File: src/cdfo_pkg.sv
// Package of register map, field positions and types for the driver control bank
package cdfo_pkg;

    // Register offsets
    localparam logic [7:0] ADDR_STATUS = 8'h01;
    localparam logic [7:0] ADDR_MASK = 8'h02;
    localparam logic [7:0] ADDR_POLARITY = 8'h03;
    localparam logic [7:0] ADDR_OUT0_LEVEL = 8'h04;
    localparam logic [7:0] ADDR_OUT0_CTRL = 8'h05;
    localparam logic [7:0] ADDR_OUT1_LEVEL = 8'h06;
    localparam logic [7:0] ADDR_OUT1_CTRL = 8'h07;

    // Reset values
    localparam logic [7:0] RST_MASK = 8'h00;
    localparam logic [7:0] RST_POLARITY = 8'hc0;
    localparam logic [7:0] RST_OUT0_LEVEL = 8'h90;
    localparam logic [7:0] RST_OUT0_CTRL = 8'h02;
    localparam logic [7:0] RST_OUT1_LEVEL = 8'h90;
    localparam logic [7:0] RST_OUT1_CTRL = 8'hda;
    localparam logic [7:0] UNMAPPED_READ = 8'h00;

    // Status register fields
    localparam int STAT_SIG_PRESENT = 0;
    localparam int STAT_TERM_LSB = 1;
    localparam int STAT_TERM_MSB = 4;

    // Mask register fields
    localparam int MASK_SIG = 0;
    localparam int MASK_TERM_LSB = 1;
    localparam int MASK_TERM_MSB = 4;
    localparam int MASK_OUT0_OFF = 5;
    localparam int MASK_OUT1_OFF = 6;
    localparam int MASK_RATE_SEL = 7;

    // Polarity register fields
    localparam int POL_SIG = 0;
    localparam int POL_TERM_LSB = 1;
    localparam int POL_TERM_MSB = 4;
    localparam int POL_SLOW_THR0_LOW = 6;
    localparam int POL_FAST_THR0_LOW = 7;

    // Level registers
    localparam int LVL_SWING_LSB = 0;
    localparam int LVL_SWING_MSB = 4;
    localparam int LVL_FAST_UP_LSB = 5;
    localparam int LVL_FAST_UP_MSB = 7;

    // Control registers
    localparam int CTL_SLOW_UP_LSB = 0;
    localparam int CTL_SLOW_UP_MSB = 2;
    localparam int CTL0_MUTE_SEL = 3;
    localparam int CTL0_ABSENT_PD_LINK = 4;
    localparam int CTL0_FORCE_PRESENT = 5;
    localparam int CTL0_FORCE_ABSENT = 6;
    localparam int CTL1_SLOW_THR1_LOW = 6;
    localparam int CTL1_FAST_THR1_LOW = 7;

    // Serial management port
    localparam logic [3:0] BITS_PER_BYTE = 4'h8;

    typedef enum logic [2:0] {
        SM_IDLE = 3'b000,
        SM_ADDR = 3'b001,
        SM_ADDR_ACK = 3'b010,
        SM_WR_BYTE = 3'b011,
        SM_WR_ACK = 3'b100,
        SM_RD_BYTE = 3'b101,
        SM_RD_ACK = 3'b110
    } cdfo_sm_state_t;

    // Controls handed to the analog driver stages
    typedef struct packed {
        logic mute;
        logic add_offset;
        logic out1_power_off;
        logic out0_power_off;
        logic rate_sd;
        logic [3:0] thr1;
        logic [3:0] thr0;
        logic [4:0] out1_swing_level;
        logic [4:0] out0_swing_level;
    } cdfo_analog_t;

endpackage : cdfo_pkg

File: src/cdfo_sync.sv
// Three-stage input synchroniser with agreement filter
`timescale 1ns/1ns
module cdfo_sync #(
    parameter int W = 1,
    parameter logic [W-1:0] RST_VAL = '0
) (
    input wire logic i_mclk,
    input wire logic i_sys_rst,
    input wire logic [W-1:0] i_async,
    output logic [W-1:0] o_level
);
    logic [W-1:0] s1_reg;
    logic [W-1:0] s2_reg;
    logic [W-1:0] s3_reg;
    logic [W-1:0] level_reg;
    logic [W-1:0] level_next;

    // Take the new value only when stages two and three agree
    assign level_next = (s3_reg & ~(s2_reg ^ s3_reg)) | (level_reg & (s2_reg ^ s3_reg));
    assign o_level = level_reg;

    always_ff @(posedge i_mclk or posedge i_sys_rst) begin
        if (i_sys_rst) begin
            s1_reg <= RST_VAL;
            s2_reg <= RST_VAL;
            s3_reg <= RST_VAL;
            level_reg <= RST_VAL;
        end else begin
            s1_reg <= i_async;
            s2_reg <= s1_reg;
            s3_reg <= s2_reg;
            level_reg <= level_next;
        end
    end
endmodule : cdfo_sync

File: src/cdfo_top.sv
// Control register bank with serial management slave for a dual-output cable driver
// Behaviour
// RULE_01: Output 0 fast threshold is level reg bits 7:5 plus polarity bit 7.
// RULE_02: Output 0 slow threshold is ctrl bits 2:0 plus polarity bit 6.
// RULE_03: Output 1 fast threshold is level reg bits 7:5 plus ctrl bit 7.
// RULE_04: Output 1 slow threshold is ctrl bits 2:0 plus ctrl bit 6.
// RULE_05: Rate selection 0 applies fast threshold, 1 applies slow threshold.
// RULE_06: Termination polarity 0 faults on flag high, 1 faults on flag low.
// RULE_07: Signal polarity 0 faults on signal absent, 1 on signal present.
// RULE_08: A set mask bit keeps its condition off the fault pin.
// RULE_09: Absent signal adds offset when mute select is 0, mutes when 1.
// RULE_10: Force-absent applies mute or offset regardless of input signal.
// RULE_11: Force-present never mutes or offsets the output.
// RULE_12: Status always reports the true input signal presence.
// RULE_13: Link bit clear: power-down from power-off bits and enable pin only.
// RULE_14: Link bit set: absent signal also powers both drivers down.
// RULE_15: Each output has a five-bit swing level, reset 10000.
// RULE_16: Host writes 011 into output 1 control bits 5:3.
// RULE_17: Host writes 0 into polarity bit 5 and output 0 control bit 7.
// RULE_18: Rate pin high forces slow rate, else register bit selects.
// RULE_19: Signal status bit reads 1 when signal present, 0 when absent.
// RULE_20: All fields reset to defaults; fault pin combines unmasked conditions, active low.
`timescale 1ns/1ns
module cdfo_top import cdfo_pkg::*; #(
    // Arbitrary bus address of the slave
    parameter logic [6:0] SLAVE_ADDR = 7'h2a
) (
    input wire logic i_mclk,
    input wire logic i_sys_rst,
    input wire logic i_scl,
    input wire logic i_sda,
    output logic o_sda,
    output logic o_sda_oe,
    input wire logic i_enable,
    input wire logic i_rate_select_pin,
    input wire logic i_input_signal_present,
    input wire logic [3:0] i_term_fault,
    output logic o_fault_n,
    output cdfo_analog_t o_analog
);
    logic scl;
    logic sda;
    logic enable;
    logic rate_pin;
    logic sig_present;
    logic [3:0] term_fault;

    cdfo_sync #(.W(2), .RST_VAL(2'h3)) u_sync_bus (
        .i_mclk(i_mclk),
        .i_sys_rst(i_sys_rst),
        .i_async({i_scl, i_sda}),
        .o_level({scl, sda})
    );

    cdfo_sync #(.W(7), .RST_VAL(7'h00)) u_sync_pins (
        .i_mclk(i_mclk),
        .i_sys_rst(i_sys_rst),
        .i_async({i_enable, i_rate_select_pin, i_input_signal_present, i_term_fault}),
        .o_level({enable, rate_pin, sig_present, term_fault})
    );

    // Bus line events
    logic scl_prev_reg;
    logic sda_prev_reg;
    logic scl_rise;
    logic scl_fall;
    logic bus_start;
    logic bus_stop;

    assign scl_rise = scl & ~scl_prev_reg;
    assign scl_fall = ~scl & scl_prev_reg;
    assign bus_start = scl & scl_prev_reg & sda_prev_reg & ~sda;
    assign bus_stop = scl & scl_prev_reg & ~sda_prev_reg & sda;

    // Serial slave state
    cdfo_sm_state_t state_reg;
    logic [7:0] shift_reg;
    logic [7:0] tx_reg;
    logic [3:0] bit_cnt_reg;
    logic [7:0] ptr_reg;
    logic have_cmd_reg;
    logic sda_low_reg;
    logic wr_en_reg;
    logic [7:0] wr_addr_reg;
    logic [7:0] wr_data_reg;
    logic [7:0] rd_data;
    logic [7:0] shift_in;
    logic addr_match;

    assign shift_in = {shift_reg[6:0], sda};
    assign addr_match = (shift_reg[7:1] == SLAVE_ADDR);
    assign o_sda = 1'b0;
    assign o_sda_oe = sda_low_reg;

    // Registers
    logic [7:0] mask_reg;
    logic [7:0] pol_reg;
    logic [7:0] lvl0_reg;
    logic [7:0] ctl0_reg;
    logic [7:0] lvl1_reg;
    logic [7:0] ctl1_reg;
    logic [7:0] status_val;

    always_ff @(posedge i_mclk or posedge i_sys_rst) begin
        if (i_sys_rst) begin
            scl_prev_reg <= 1'b1;
            sda_prev_reg <= 1'b1;
        end else begin
            scl_prev_reg <= scl;
            sda_prev_reg <= sda;
        end
    end

    always_ff @(posedge i_mclk or posedge i_sys_rst) begin
        if (i_sys_rst) begin
            state_reg <= SM_IDLE;
            shift_reg <= 8'h00;
            tx_reg <= 8'h00;
            bit_cnt_reg <= 4'h0;
            ptr_reg <= 8'h00;
            have_cmd_reg <= 1'b0;
            sda_low_reg <= 1'b0;
            wr_en_reg <= 1'b0;
            wr_addr_reg <= 8'h00;
            wr_data_reg <= 8'h00;
        end else begin
            wr_en_reg <= 1'b0;
            if (bus_stop) begin
                state_reg <= SM_IDLE;
                sda_low_reg <= 1'b0;
            end else if (bus_start) begin
                state_reg <= SM_ADDR;
                bit_cnt_reg <= 4'h0;
                have_cmd_reg <= 1'b0;
                sda_low_reg <= 1'b0;
            end else begin
                case (state_reg)
                    SM_ADDR, SM_WR_BYTE: begin
                        if (scl_rise) begin
                            shift_reg <= shift_in;
                            bit_cnt_reg <= bit_cnt_reg + 4'h1;
                        end else if (scl_fall && bit_cnt_reg == BITS_PER_BYTE) begin
                            bit_cnt_reg <= 4'h0;
                            if (state_reg == SM_ADDR) begin
                                state_reg <= addr_match ? SM_ADDR_ACK : SM_IDLE;
                                sda_low_reg <= addr_match;
                            end else begin
                                state_reg <= SM_WR_ACK;
                                sda_low_reg <= 1'b1;
                                if (!have_cmd_reg) begin
                                    ptr_reg <= shift_reg;
                                    have_cmd_reg <= 1'b1;
                                end else begin
                                    wr_en_reg <= 1'b1;
                                    wr_addr_reg <= ptr_reg;
                                    wr_data_reg <= shift_reg;
                                    ptr_reg <= ptr_reg + 8'h01;
                                end
                            end
                        end
                    end
                    SM_ADDR_ACK, SM_RD_ACK: begin
                        if (state_reg == SM_RD_ACK && scl_rise && sda) begin
                            state_reg <= SM_IDLE;
                        end else if (scl_fall && state_reg == SM_ADDR_ACK && !shift_reg[0]) begin
                            state_reg <= SM_WR_BYTE;
                            sda_low_reg <= 1'b0;
                        end else if (scl_fall) begin
                            // Load next read byte and drive its first bit
                            state_reg <= SM_RD_BYTE;
                            sda_low_reg <= ~rd_data[7];
                            tx_reg <= {rd_data[6:0], 1'b0};
                            bit_cnt_reg <= 4'h1;
                            ptr_reg <= ptr_reg + 8'h01;
                        end
                    end
                    SM_WR_ACK: begin
                        if (scl_fall) begin
                            state_reg <= SM_WR_BYTE;
                            sda_low_reg <= 1'b0;
                        end
                    end
                    SM_RD_BYTE: begin
                        if (scl_fall && bit_cnt_reg == BITS_PER_BYTE) begin
                            state_reg <= SM_RD_ACK;
                            sda_low_reg <= 1'b0;
                        end else if (scl_fall) begin
                            sda_low_reg <= ~tx_reg[7];
                            tx_reg <= {tx_reg[6:0], 1'b0};
                            bit_cnt_reg <= bit_cnt_reg + 4'h1;
                        end
                    end
                    default: begin
                        sda_low_reg <= 1'b0;
                    end
                endcase
            end
        end
    end

    // RULE_20 Reset defaults
    always_ff @(posedge i_mclk or posedge i_sys_rst) begin
        if (i_sys_rst) begin
            mask_reg <= RST_MASK;
            pol_reg <= RST_POLARITY;
            lvl0_reg <= RST_OUT0_LEVEL;
            ctl0_reg <= RST_OUT0_CTRL;
            lvl1_reg <= RST_OUT1_LEVEL;
            ctl1_reg <= RST_OUT1_CTRL;
        end else if (wr_en_reg) begin
            if (wr_addr_reg == ADDR_MASK) begin
                mask_reg <= wr_data_reg;
            end else if (wr_addr_reg == ADDR_POLARITY) begin
                pol_reg <= wr_data_reg;
            end else if (wr_addr_reg == ADDR_OUT0_LEVEL) begin
                lvl0_reg <= wr_data_reg;
            end else if (wr_addr_reg == ADDR_OUT0_CTRL) begin
                ctl0_reg <= wr_data_reg;
            end else if (wr_addr_reg == ADDR_OUT1_LEVEL) begin
                lvl1_reg <= wr_data_reg;
            end else if (wr_addr_reg == ADDR_OUT1_CTRL) begin
                ctl1_reg <= wr_data_reg;
            end
        end
    end

    // RULE_12 True signal state in status
    // RULE_19 Present reads one
    assign status_val = {3'h0, term_fault, sig_present};

    always_comb begin
        if (ptr_reg == ADDR_STATUS) begin
            rd_data = status_val;
        end else if (ptr_reg == ADDR_MASK) begin
            rd_data = mask_reg;
        end else if (ptr_reg == ADDR_POLARITY) begin
            rd_data = pol_reg;
        end else if (ptr_reg == ADDR_OUT0_LEVEL) begin
            rd_data = lvl0_reg;
        end else if (ptr_reg == ADDR_OUT0_CTRL) begin
            rd_data = ctl0_reg;
        end else if (ptr_reg == ADDR_OUT1_LEVEL) begin
            rd_data = lvl1_reg;
        end else if (ptr_reg == ADDR_OUT1_CTRL) begin
            rd_data = ctl1_reg;
        end else begin
            rd_data = UNMAPPED_READ;
        end
    end

    // Thresholds
    logic [3:0] fast_thr0;
    logic [3:0] slow_thr0;
    logic [3:0] fast_thr1;
    logic [3:0] slow_thr1;
    logic rate_sd;

    // RULE_01 Fast threshold output 0
    assign fast_thr0 = {lvl0_reg[LVL_FAST_UP_MSB:LVL_FAST_UP_LSB], pol_reg[POL_FAST_THR0_LOW]};
    // RULE_02 Slow threshold output 0
    assign slow_thr0 = {ctl0_reg[CTL_SLOW_UP_MSB:CTL_SLOW_UP_LSB], pol_reg[POL_SLOW_THR0_LOW]};
    // RULE_03 Fast threshold output 1
    assign fast_thr1 = {lvl1_reg[LVL_FAST_UP_MSB:LVL_FAST_UP_LSB], ctl1_reg[CTL1_FAST_THR1_LOW]};
    // RULE_04 Slow threshold output 1
    assign slow_thr1 = {ctl1_reg[CTL_SLOW_UP_MSB:CTL_SLOW_UP_LSB], ctl1_reg[CTL1_SLOW_THR1_LOW]};
    // RULE_18 Pin overrides rate bit
    assign rate_sd = rate_pin | mask_reg[MASK_RATE_SEL];

    // Fault pin
    logic [3:0] term_cond;
    logic sig_cond;
    logic fault_n_next;

    // RULE_06 Termination polarity
    // RULE_08 Masked conditions drop out
    assign term_cond = (term_fault ^ pol_reg[POL_TERM_MSB:POL_TERM_LSB])
        & ~mask_reg[MASK_TERM_MSB:MASK_TERM_LSB];
    // RULE_07 Signal polarity
    assign sig_cond = ~(sig_present ^ pol_reg[POL_SIG]) & ~mask_reg[MASK_SIG];
    // RULE_20 Active-low combination
    assign fault_n_next = ~(|term_cond | sig_cond);

    // Signal-loss handling
    logic absent_eff;
    logic link_off;
    cdfo_analog_t analog_next;

    // RULE_11 Force present wins
    // RULE_10 Force absent holds action
    assign absent_eff = ctl0_reg[CTL0_FORCE_PRESENT] ? 1'b0
        : (ctl0_reg[CTL0_FORCE_ABSENT] | ~sig_present);
    // RULE_13 Link clear ignores signal
    // RULE_14 Link set adds absence
    assign link_off = ~enable | (ctl0_reg[CTL0_ABSENT_PD_LINK] & ~sig_present);

    always_comb begin
        // RULE_09 Mute or offset select
        analog_next.mute = absent_eff & ctl0_reg[CTL0_MUTE_SEL];
        analog_next.add_offset = absent_eff & ~ctl0_reg[CTL0_MUTE_SEL];
        analog_next.out1_power_off = link_off | mask_reg[MASK_OUT1_OFF];
        analog_next.out0_power_off = link_off | mask_reg[MASK_OUT0_OFF];
        analog_next.rate_sd = rate_sd;
        // RULE_05 Threshold by rate
        analog_next.thr1 = rate_sd ? slow_thr1 : fast_thr1;
        analog_next.thr0 = rate_sd ? slow_thr0 : fast_thr0;
        // RULE_15 Swing level fields
        analog_next.out1_swing_level = lvl1_reg[LVL_SWING_MSB:LVL_SWING_LSB];
        analog_next.out0_swing_level = lvl0_reg[LVL_SWING_MSB:LVL_SWING_LSB];
    end

    always_ff @(posedge i_mclk or posedge i_sys_rst) begin
        if (i_sys_rst) begin
            o_fault_n <= 1'b1;
            o_analog <= '0;
        end else begin
            o_fault_n <= fault_n_next;
            o_analog <= analog_next;
        end
    end
endmodule : cdfo_top

File: config.mk
export PLATFORM = sky130hd
export DESIGN_NAME = cdfo_top
export DESIGN_NICKNAME = d
export VERILOG_FILES = /design/src/cdfo_pkg.sv /design/src/cdfo_sync.sv /design/src/cdfo_top.sv
export SDC_FILE = /design/constraint.sdc
export NUM_CORES = 1
export LEC_CHECK = 0
export BUFFER_PORTS_ARGS = -buffer_cell sky130_fd_sc_hd__buf_2
export CORE_UTILIZATION = 45
export CTS_CLUSTER_DIAMETER = 60
export DETAILED_ROUTE_END_ITERATION = 8
export HOLD_SLACK_MARGIN = 0.02
export SYNTH_ARGS = -nofsm -noshare
export SYNTH_HDL_FRONTEND = slang
export SYNTH_HIERARCHICAL = 1
export SYNTH_SLANG_ARGS = --single-unit
File: constraint.sdc
create_clock -name i_mclk -period 11.62 [get_ports i_mclk]
set_input_delay 2.905 -clock i_mclk [delete_from_list [all_inputs] [get_ports i_mclk]]
set_output_delay 2.905 -clock i_mclk [all_outputs]
set_load 0.01 [all_outputs]
Yosys cells after proc, flatten, opt, wreduce, memory -nomap -nowiden. Cells that the tools add are included.

Bits in latches: 0. Logic and storage cells: 233. Memory bits (writable): 0. Register bits: 160. Output and inout bits: 26. Bits of input ports: 11. Memories kept: 0. Memory bits (read-only): 0.

$mul: 0. Order comparisons: 0. Equality and inequality tests: 45. Bitwise gates (word level): 52. Muxes and demuxes: 69. Divide/modulo/power cells: 0. Reductions and logical operators: 29. Shifts and indexed selects: 0. Add/sub/neg operators: 2.

Operator list (count): 8-bit two-way mux (19); 8-bit by 3-bit == test with 1-bit output, second input constant (8); 4-bit two-way mux (10); 8-bit by 2-bit == test with 1-bit output, second input constant (4); 8-bit one-hot mux with 2 select lines (2); 3-bit two-way mux (10); 1-bit two-way mux (24); 4-bit != test, second input constant (6); 1-bit NOT (21); 2-bit != test, second input constant (9); 6-bit AND reduction (3); 8-bit AND reduction (2); 3-bit != test, second input constant (5); 7-bit AND (2); 7-bit AND reduction (2); 3-bit one-hot mux with 4 select lines (1); 4-bit one-hot mux with 3 select lines (1); 1-bit AND (11); 5-bit != test, second input constant (2); 5-bit AND reduction (2); 3-bit == test, second input constant (3); 9-bit AND reduction (1); 8-bit by 1-bit adder with 8-bit output, second input constant (1); 8-bit by 1-bit == test with 1-bit output, second input constant (1); 31 further kinds (47).

Logic depth before layout (Yosys ltp).
Word-level depth: 15. Gate-level depth with buffers: 9. Gate-level depth less buffers: 7.

Modules after synthesis. The synthesis kept the hierarchy.

Modules (own cells, without submodules): cdfo_top (seq. area each 3096.7 um2, area an instance 6049.6 um2, cells each 534, instances 1); cdfo_sync (u_sync_pins) (seq. area each 700.7 um2, area an instance 783.3 um2, cells each 36, instances 1); cdfo_sync (u_sync_bus) (seq. area each 210.2 um2, area an instance 236.5 um2, cells each 11, instances 1).

Least setup slack after synthesis. No wires, ideal clock.

Kind: reg-to-output. Start: register o_fault_n. End: output o_fault_n. Stages on the path, launching flop included: 1. Data required time: 8715 ps. Buffers on the path: 0. Path slack: 8195 ps. Arrival time: 520 ps. Cells stage by stage: dfstp_2.

RTL lines: start: declaration (line cdfo_top.sv:38) `output logic o_fault_n,`; start signal: assignment (line cdfo_top.sv:316) `o_fault_n <= fault_n_next;`.

No word-level cell between the ends.

Final worst setup path.
Start: register o_fault_n. End: output o_fault_n.

No word-level cell between the ends.

==> metrics.txt <==
antenna violations before repair 0; Clock Latency Late Sink 0.43 ns; highest clock rate 253 MHz; Vias/cell 5.55; Layout area overhead 12.2%; unrepaired setup endpoints after global routing false; CTS sink count around 160; post-route cell area 7930 sq um; CP max FO 1; Die X around 130 um; hold path start u_sync_pins/s1_reg[3]; number of flip-flops in the largest register 23; Cell Chain, Critical Path buf_2; Critical Path Source o_fault_n; largest net degree at the start of global routing 63; setup TNS 0 ns; Sequential Area 4010 sq um; worst-case clock buffer depth 2; slew margin rel. 0.342; ys flop type dfrtp_1; Mapped Area 7070 sq um; Placed Instances 801; post-synth cell types between 70 and 80; Levels on crit path 1; post-synth top area share 0.481; antenna-violating nets left 0; final net count 626; detailed-route DRC error count 1; GRT Overall Usage 0.205; Avg Synthesized Cell Area 12.2 sq um; # resized after CTS 0; Worst-path clk slew 0.06 ns; CP endpoint o_fault_n; CTS tree built; Cell Pwr Density between 150 and 200 nW/um^2; EDFF count, synth 0; flop-to-flop setup slack 8.94 ns; core area 15,300 sq um; fraction of layout cells with a size suffix above 1 0.318; clk_skew between 0.009 and 0.01 ns; final setup fails 0; Syn Inst Count 581; synthesized net count 598; Critical Path RT 8.72 ns; routability cong. 0.863; CP endpoint kind primary output; Pleak 3.61 nW; Avg WL per Cell roughly 18 um; CP bufs+invs 1; outcome complete, but fails checks; multi-input logic area ~2900 sq um; Slew Limit Fails 0; Ports 37; First-pass DRT Iterations 9; # port buffers 35; WL final 15,000 um; Ys Warns 6; CP Launch Type flip-flop; Yosys reg bits 159; post-synth top area cell dfrtp_1; clock root buffer master clkbuf_16; first-pass GRT wire length 25,500 um; reg2reg start ptr_reg[0]; violated checks design-rule violations; Largest Register o_analog; Fin. Hold Viols 0; Fill cells 1,344; Slowest cell on crit path dfstp_2; minimum clock period around 4.0 ns; initial drt markers 345; hold crit path type flip-flop to flip-flop; worst hold margin approximately 0.35 ns; Die H 127 um; Initial Utilization 0.463; Critical Path Max Stage Delay between 0.5 and 0.6 ns; Setup CP Type flip-flop to primary output; max-cap viol count 0; CP arrival 1.05 ns; Placed Area 7370 sq um; Post-Layout Cell Count 833; post-CTS setup repair buffer count 0; CTS buffer count 17; total power 1.53 mW; async set-reset flop share out of synthesis 1.00; Final period util 0.340; Post-DP HPWL 10,200 um; RR Endpoint tx_reg[7]; Worst VDD drop 0.116 mV; Cell Rows 45; GRT Residual Overflow 0; synth top area cells dfrtp_1 (48%), mux2_2 (12%), dfstp_2 (8.5%), a21oi_1 (2.6%), o21ai_0 (2.3%); depth of the most critical reg-to-reg path 7; worst-margin pin slew 0.985 ns; Via Count approximately 4,600; vias in the first global route ~4,700; delay-heaviest family, CP flip-flops; die area approximately 16,000 sq um; Seq/Total Area, Yosys 0.567; number of antenna diodes 0; CTS Hold Bufs 0; H-tree levels 4
## power by group
group,switching (mW),internal (mW),leakage [nW],total (mW)
sequential,0.0768,0.605,2.03,0.682
clock,0.222,0.301,0.271,0.523
combinational,0.198,0.127,1.30,0.324
## metrics by stage
| step | setup WS (ns) | util |
|---|---|---|
| global route | 7.41 | 0.520 |
| CTS | 7.63 | 0.520 |
| detailed placement | 7.18 | 0.483 |
| finish | 7.67 | 0.520 |
| global placement | 7.22 | 0.483 |
| floorplan | 5.47 | - |
## cells in the mapped netlist, drive strengths merged, types with 3 or more instances
| library cell | instances |
|---|---|
| inv | 14 |
| and3 | 3 |
| o22ai | 5 |
| nor2 | 26 |
| o21ai | 33 |
| a22o | 3 |
| or3 | 3 |
| maj3 | 9 |
| ha | 6 |
| a21o | 10 |
| or2 | 4 |
| nand2b | 6 |
| nor3 | 13 |
| a21oi | 38 |
| mux2 | 74 |
| a221o | 6 |
| dfstp | 23 |
| dfrtp | 136 |
| nand2 | 39 |
| o21a | 5 |
| nand3b | 10 |
| nor2b | 6 |
| xnor2 | 4 |
| nand3 | 14 |
| nor4 | 4 |
| a211oi | 7 |
| o31ai | 4 |
| a222oi | 4 |
| clkbuf | 12 |
| buf | 16 |
## layout make-up
type / instances / area share
sequential: 159 / 0.505
multi-input combinational: 380 / 0.360
clock buffer: 20 / 0.0563
tap: 211 / 0.0333
timing repair buffer: 37 / 0.0240
clock inverter: 12 / 0.0142
inverter: 14 / 0.00694
## per-layer routing
metal  vias up  GRT usage  routed length (um)
met5         -          0                   0
met4         0     0.0644                 162
met3        16     0.0415                 489
met2        89      0.330                7240
met1      2340      0.280                7140
li1       2180          -                   -
## cell usage in the layout, fill, tap and decap left out, drive strengths merged, types with 3 or more instances in the layout
cell type	instances
ha	6
inv	16
or2	4
o31ai	4
or3	3
nand2	39
a221o	6
a222oi	4
a21o	10
dfrtp	136
nand2b	6
clkbuf	20
o21ai	33
nand3	14
buf	37
a211oi	7
nor2b	6
o22ai	5
and3	3
a21oi	38
mux2	74
nor3	13
nor4	4
maj3	9
o21a	5
a22o	3
clkinv	7
nand3b	10
xnor2	4
nor2	26
dfstp	23
## worst min-delay path by stage
stage / depth (start not counted) / slack, ns / endpoint
2_1_floorplan: 0 / 0.33 / u_sync_pins/s2_reg[0]
5_1_grt: 0 / 0.35 / u_sync_pins/s2_reg[0]
6_report: 0 / 0.35 / u_sync_pins/s2_reg[3]
3_3_place_gp: 0 / 0.33 / u_sync_pins/s2_reg[4]
4_1_cts: 0 / 0.35 / u_sync_pins/s2_reg[6]
3_5_place_dp: 0 / 0.33 / u_sync_pins/s2_reg[6]
## logic make-up after synthesis
kind of cell,count (synthesis),share of synthesized area
AOI/OAI and AO/OA,133,0.124
and+or+nand+nor,149,0.125
other,1,0.000530
xor gates and xnor gates,6,0.00743
adders and majority gates,15,0.0250
muxes,76,0.121
DFF,159,0.567
buffers and inverters,42,0.0296
Note: power is estimated with default switching activity, not from simulation.
